**config.mk**
```make
export PLATFORM = sky130hd
export DESIGN_NAME = ppm_pin_mux
export DESIGN_NICKNAME = d
export VERILOG_FILES = /design/src/common/ppm_pkg.sv /design/src/verilog/ppm_sync.sv /design/src/verilog/ppm_pin_mux.sv
export SDC_FILE = /design/constraint.sdc
export NUM_CORES = 1
export LEC_CHECK = 0
export BUFFER_PORTS_ARGS = -buffer_cell sky130_fd_sc_hd__buf_2
export CORE_MARGIN = 3
export CORE_UTILIZATION = 45
export DETAILED_ROUTE_END_ITERATION = 7
export PLACE_DENSITY = 0.86
export SLEW_MARGIN = 20
export SYNTH_ARGS = -nofsm -noshare
export SYNTH_HDL_FRONTEND = slang
export SYNTH_SLANG_ARGS = --single-unit
```
**constraint.sdc**
```tcl
create_clock -name clock -period 1.5 [get_ports clock]
set_clock_uncertainty 0.1 [all_clocks]
set_input_delay 0.15 -clock clock [delete_from_list [all_inputs] [get_ports clock]]
set_output_delay 0.15 -clock clock [all_outputs]
set_load 0.005 [all_outputs]
```
**src/common/ppm_pkg.sv**
```systemverilog
// ppm_pkg: constants for the parallel port pin multiplexer.
// assumes: included before the design modules that import it.
package ppm_pkg;

    // ------------------------------------------------------------
    // parallel-port mode field
    // ------------------------------------------------------------
    localparam int MODE_W = 2;
    localparam logic [1:0] MODE_MEM_A = 2'h0;
    localparam logic [1:0] MODE_MEM_B = 2'h1;
    localparam logic [1:0] MODE_GPIO = 2'h2;
    localparam logic [1:0] MODE_HOST = 2'h3;
    // reset loads of the mode field from the boot configuration pin
    localparam logic [1:0] MODE_RST_BOOT_HI = 2'h1;
    localparam logic [1:0] MODE_RST_BOOT_LO = 2'h3;

    // ------------------------------------------------------------
    // host-port register selection
    // ------------------------------------------------------------
    typedef enum logic [1:0] {
        PPM_HREG_CTRL,
        PPM_HREG_DATA_AUTO,
        PPM_HREG_ADDR,
        PPM_HREG_DATA
    } ppm_hreg_t;

    localparam int SYNC_STAGES = 2;

endpackage

```
**src/verilog/ppm_sync.sv**
```systemverilog
// ppm_sync: two-flop synchroniser for a bus of pin inputs.
// assumes: inputs are asynchronous to clock; only the second stage is read.
// the stages are not reset so a strap level passes while reset is held.
`timescale 1ns/1ps
module ppm_sync #(
    parameter int WIDTH = 1
) (
    // clock
    input wire logic clock,
    // data
    input wire logic [WIDTH-1:0] async_in,
    output logic [WIDTH-1:0] sync_out
);

    logic [WIDTH-1:0] meta_q;
    logic [WIDTH-1:0] meta_d;
    logic [WIDTH-1:0] sync_q;
    logic [WIDTH-1:0] sync_d;

    always_comb begin
        meta_d = async_in;
        sync_d = meta_q;
    end

    always_ff @(posedge clock) begin
        meta_q <= meta_d;
        sync_q <= sync_d;
    end

    assign sync_out = sync_q;

endmodule

```
**src/verilog/ppm_pin_mux.sv**
```systemverilog
// ppm_pin_mux: routes four shared parallel-port pins between memory
// chip selects, general-purpose lines and host-port control inputs.
// assumes: one clock; pin levels and boot pin come from outside and are
// synchronised here; memory selects and gpio drives come from same-clock
// logic; the testbench resolves the pin wires from the enables.
`timescale 1ns/1ps

// Contract
// - modes 00/01: space0 select on pin a
// - modes 10/11: pin a is general line 9
// - modes 00/01: space1 select on pin b
// - modes 10/11: pin b is general line 10
// - modes 00/01: space2 select on pin c
// - modes 10/11: pin c is host bit0 input
// - modes 00/01: space3 select on pin d
// - mode 10 only: pin d general line 11
// - mode 11: pin d is host bit1 input
// - host bits decode to host register
// - memory selects active low, high idle
// - boot pin picks reset pin function
module ppm_pin_mux
    import ppm_pkg::*;
(
    // clock and reset
    input wire logic clock,
    input wire logic rst_n,
    // boot configuration pin
    input wire logic boot_config_pin,
    // mode field write from the bus selection logic
    input wire logic mode_wr,
    input wire logic [MODE_W-1:0] mode_wdata,
    output logic [MODE_W-1:0] mode_q_out,
    // memory interface chip selects, active low
    input wire logic mem_select_space0_n,
    input wire logic mem_select_space1_n,
    input wire logic mem_select_space2_n,
    input wire logic mem_select_space3_n,
    // general-purpose lines 9..11: drive value and direction
    input wire logic [2:0] general_line_out,
    input wire logic [2:0] general_line_dir,
    output logic [2:0] general_line_in,
    // host-port control
    output logic host_ctrl_bit0,
    output logic host_ctrl_bit1,
    output ppm_hreg_t host_reg_sel,
    output logic host_ctrl_valid,
    // shared pins a..d
    input wire logic [3:0] shared_pin_i,
    output logic [3:0] shared_pin_o,
    output logic [3:0] shared_pin_oe
);

    // ------------------------------------------------------------
    // input synchronisers
    // ------------------------------------------------------------
    logic [4:0] sync_s;

    // free running, so the strap is settled on the first edge after reset
    ppm_sync #(
        .WIDTH(5)
    ) u_sync (
        .clock(clock),
        .async_in({boot_config_pin, shared_pin_i}),
        .sync_out(sync_s)
    );

    logic boot_s;
    logic [3:0] pin_s;
    assign boot_s = sync_s[4];
    assign pin_s = sync_s[3:0];

    // ------------------------------------------------------------
    // mode register
    // ------------------------------------------------------------
    logic [MODE_W-1:0] mode_q;
    logic [MODE_W-1:0] mode_d;
    logic rst_seen_q;
    logic rst_seen_d;

    always_comb begin
        mode_d = mode_q;
        rst_seen_d = 1'b1;
        if (!rst_seen_q) begin
            mode_d = boot_s ? MODE_RST_BOOT_HI : MODE_RST_BOOT_LO;
        end else if (mode_wr) begin
            // a write on the strap-load edge is ignored
            mode_d = mode_wdata;
        end
    end

    always_ff @(posedge clock) begin
        if (!rst_n) begin
            mode_q <= MODE_RST_BOOT_LO;
            rst_seen_q <= 1'b0;
        end else begin
            mode_q <= mode_d;
            rst_seen_q <= rst_seen_d;
        end
    end

    // ------------------------------------------------------------
    // mode decode
    // ------------------------------------------------------------
    // strap_done is low on the strap-load edge; pins stay quiet then so a
    // gpio direction cannot drive a pin the strap makes a memory select
    logic strap_done;
    logic mem_mode;
    logic gpio_d_mode;
    assign strap_done = rst_seen_q;
    assign mem_mode = (mode_q == MODE_MEM_A) || (mode_q == MODE_MEM_B);
    assign gpio_d_mode = (mode_q == MODE_GPIO);

    // ------------------------------------------------------------
    // pin routing
    // ------------------------------------------------------------

    logic [3:0] pin_o_q;
    logic [3:0] pin_o_d;
    logic [3:0] pin_oe_q;
    logic [3:0] pin_oe_d;
    logic [2:0] gin_q;
    logic [2:0] gin_d;
    logic hb0_q;
    logic hb0_d;
    logic hb1_q;
    logic hb1_d;
    ppm_hreg_t hsel_q;
    ppm_hreg_t hsel_d;
    logic hval_q;
    logic hval_d;

    always_comb begin
        pin_o_d = 4'hf;
        pin_oe_d = 4'h0;
        gin_d = 3'h0;
        hb0_d = 1'b0;
        hb1_d = 1'b0;
        hval_d = 1'b0;
        if (!strap_done) begin
            pin_oe_d = 4'h0;
        end else if (mem_mode) begin
            pin_o_d[0] = mem_select_space0_n;
            pin_o_d[1] = mem_select_space1_n;
            pin_o_d[2] = mem_select_space2_n;
            pin_o_d[3] = mem_select_space3_n;
            pin_oe_d = 4'hf;
        end else begin
            pin_o_d[0] = general_line_out[0];
            pin_oe_d[0] = general_line_dir[0];
            gin_d[0] = pin_s[0];
            pin_o_d[1] = general_line_out[1];
            pin_oe_d[1] = general_line_dir[1];
            gin_d[1] = pin_s[1];
            hb0_d = pin_s[2];
            if (gpio_d_mode) begin
                pin_o_d[3] = general_line_out[2];
                pin_oe_d[3] = general_line_dir[2];
                gin_d[2] = pin_s[3];
            end else begin
                hb1_d = pin_s[3];
                hval_d = 1'b1;
            end
        end
        // decode host register
        // in mode 10 the upper host bit reads as zero
        hsel_d = ppm_hreg_t'({hb1_d, hb0_d});
    end

    // ------------------------------------------------------------
    // output registers
    // ------------------------------------------------------------
    always_ff @(posedge clock) begin
        if (!rst_n) begin
            pin_o_q <= 4'hf;
            pin_oe_q <= 4'h0;
            gin_q <= 3'h0;
            hb0_q <= 1'b0;
            hb1_q <= 1'b0;
            hsel_q <= PPM_HREG_CTRL;
            hval_q <= 1'b0;
        end else begin
            pin_o_q <= pin_o_d;
            pin_oe_q <= pin_oe_d;
            gin_q <= gin_d;
            hb0_q <= hb0_d;
            hb1_q <= hb1_d;
            hsel_q <= hsel_d;
            hval_q <= hval_d;
        end
    end

    // ------------------------------------------------------------
    // outputs
    // ------------------------------------------------------------
    assign shared_pin_o = pin_o_q;
    assign shared_pin_oe = pin_oe_q;
    assign general_line_in = gin_q;
    assign host_ctrl_bit0 = hb0_q;
    assign host_ctrl_bit1 = hb1_q;
    assign host_reg_sel = hsel_q;
    assign host_ctrl_valid = hval_q;
    assign mode_q_out = mode_q;

endmodule

```
==> run metrics <==
outcome completed; clock sinks 27; Syn Area/Cell 12.5 um^2; I/O pin total 38; top cells by area, synth dfxtp_1 71%, mux2i_1 5.3%, buf_6 3.0%, a21oi_1 2.6%, and3_1 2.5%; Worst-Margin Slew 0.271 ns; DRT Pass-1 Iters 2; Placed Instance Area 927 um^2; Remaining DRCs 0; Via density 4.48; critical path's largest stage delay 0.56 ns; clock network fraction of total power 25.4%; f_max 720 MHz; Inserted Diodes 0; vias in the first global route 569; Slew Limit Fails 0; Max Cap Violations 0; Top Family by Delay on Critical Path buffers and inverters; Synth top area share 71.2%; htree depth 1; TNS Setup 0 ns; Cells after Synth 61; Int Power 0.000923 W; CTS clk-pin slew, worst paths 0.14 ns; main flop type after synthesis dfxtp_1; share of power burned in registers 65.2%; Final min period 1.39 ns; CTS max path bufs 2; Leak 0.560 nW; post-synthesis cell type count 18; layout cells sized above 1 39.5%; Initial Util 49.3%; NetSw 0.000254 W; Post-synth ARST share 0%; crit start category primary input; CTS buffer count 3; number of flops mapped to enable cells by yosys 0; Critical Path RT 1.62 ns; flops & latches, synth 27; number of buffers and inverters on the critical path 3; fin crit share 92.6%; Ys Warns 0; Hold Crit Class primary input to flip-flop; Clock Root Buffer clkbuf_4; PortBufs 37; critical path's slowest cell dlygate4sd3_1; via count 583; gr usage total 16.1%; Setup crit end kind flip-flop; Synthesized Nets 81; setup bufs post-CTS 0; DP Cell Count 110; initial antenna violation count 0; post-route ant nets 0; register area share after synthesis 71.2%; final WL 1560 um; Worst slew margin 81.9%; total power 0.00118 W; DRT iter0 DRCs 4; die area 2220 um^2; Core Region 1540 um^2; Clk Latency, worst-skew pair 0.32 ns; cell taking the most area after synthesis dfxtp_1; Die H 47.1 um; WS Path Type primary input to flip-flop; power per cell area 1050 nW/um^2; wire length per cell 12.0 um; CP Max Fanout 1; RSZ-0062 raised after global routing no; final setup fails 0; row count 14; VDD IR-drop max 0.898 mV; first-pass GRT wire length 2380 um; Arrival @ worst endpoint 1.51 ns; cell chain of the critical path dlygate4sd3_1, buf_2, mux2i_1, dlygate4sd3_1, nand2_1; DP HPWL 962 um; most frequent cell after synthesis dfxtp_1; Comb power frac 9.4%; Die Wd 47.1 um; Fin Hold WS 0.0118 ns; TritonCTS clock tree built; Net Sw Frac 21.6%; global placer's final weighted congestion 0.652; nets 135; Layout area overhead 47.0%; Final Hold Fails 0; Commonest cells post-synth 27 x dfxtp_1, 4 x a21oi_1, 4 x mux2i_1, 4 x nand2_1, 4 x nor2_1; Layout Cells excl Fill 130; crit-path most repeated cell dlygate4sd3_1; cell area after synthesis 759 um^2; global route total overflow 0; Design Area, Final 1120 um^2; largest net degree at the start of global routing 17
==> cell families (layout without fill, tap and decap cells) <==
kind of cell	after synthesis	count (layout)	share of synthesized area, %
flip-flops	27	27	71.2
AND/OR/NAND/NOR	19	19	14.3
multiplexers	4	4	5.27
buffers and inverters	6	59	5.93
AO/OA/AOI/OAI	5	5	3.29
==> stage by stage <==
stage	worst slack (ns)	util, %
4_1_cts	0.0514	72.3
2_1_floorplan	0.494	-
5_1_grt	0.0750	72.4
3_5_place_dp	0.284	60.1
6_report	0.112	72.4
3_3_place_gp	0.399	60.1
==> area by class of cell <==
cell class | instances | area (um^2)
flip-flops and latches | 27 | 542
fillers | 110 | 425
repair buffers | 53 | 345
multi-input cells | 28 | 174
clock buffers | 3 | 22.5
well taps | 16 | 20.0
inverters | 2 | 7.51
clock inverters | 1 | 5.00
==> layer usage <==
metal  share of wire [%]  GRT usage (%)
met1                  37           16.2
met4                 1.6           8.29
met2                  53           29.3
met5                   0              0
met3                 8.5           4.98
==> final timing paths <==
path                            start            endpoint  slack [ns]  depth (start not counted)
setup / recovery        mode_wdata[0]       mode_q_out[0]        0.11                          5
hold / removal    mem_select_space3_n     shared_pin_o[3]        0.01                          3
setup reg to reg        mode_q_out[0]       mode_q_out[0]        0.15                          3
hold reg to reg      u_sync.meta_q[1]  u_sync.sync_out[1]        0.24                          0
==> power by group through the flow <==
stage	logic, W	clock network [W]	registers [W]
after floorplan	0.0000390	0	0.000779
after global placement	0.0000753	0	0.000781
after detailed placement	0.0000771	0	0.000783
after CTS	0.000110	0.000302	0.000767
after global routing	0.000123	0.000329	0.000773
final	0.000110	0.000299	0.000768
==> flip-flops by register name, indices dropped and copies added (netlist names) <==
signal	count
u_sync.meta_q	5
u_sync.sync_out	5
shared_pin_o	4
shared_pin_oe	4
general_line_in	3
mode_q_out	2
host_ctrl_bit1	1
host_ctrl_valid	1
host_reg_sel	1
rst_seen_q	1
==> worst reg2reg max path: stages, from the launching register on <==
cell	delay [ns]
dfxtp_1	0.48
mux2i_1	0.10
dlygate4sd3_1	0.56
nand2_1	0.07
==> layout by cell type (no fill, tap or decap), drive strengths merged <==
cell type,count
inv,2
and3b,1
nor3b,2
nand3,1
and2,1
and3,3
buf,37
nand2,5
mux2i,4
dfxtp,27
dlygate4sd3,16
o21ai,1
nand2b,1
clkinv,1
a21oi,4
clkbuf,3
nor2,4
or3,1
==> repair_timing <==
action                                  in CTS  in global routing
gates resized for setup                      0                  1
endpoints found under the setup margin       0                  1
hold endpoints to repair                    13                  0
hold buffers                                16                  0
Note: power is estimated with default switching activity, not from simulation.
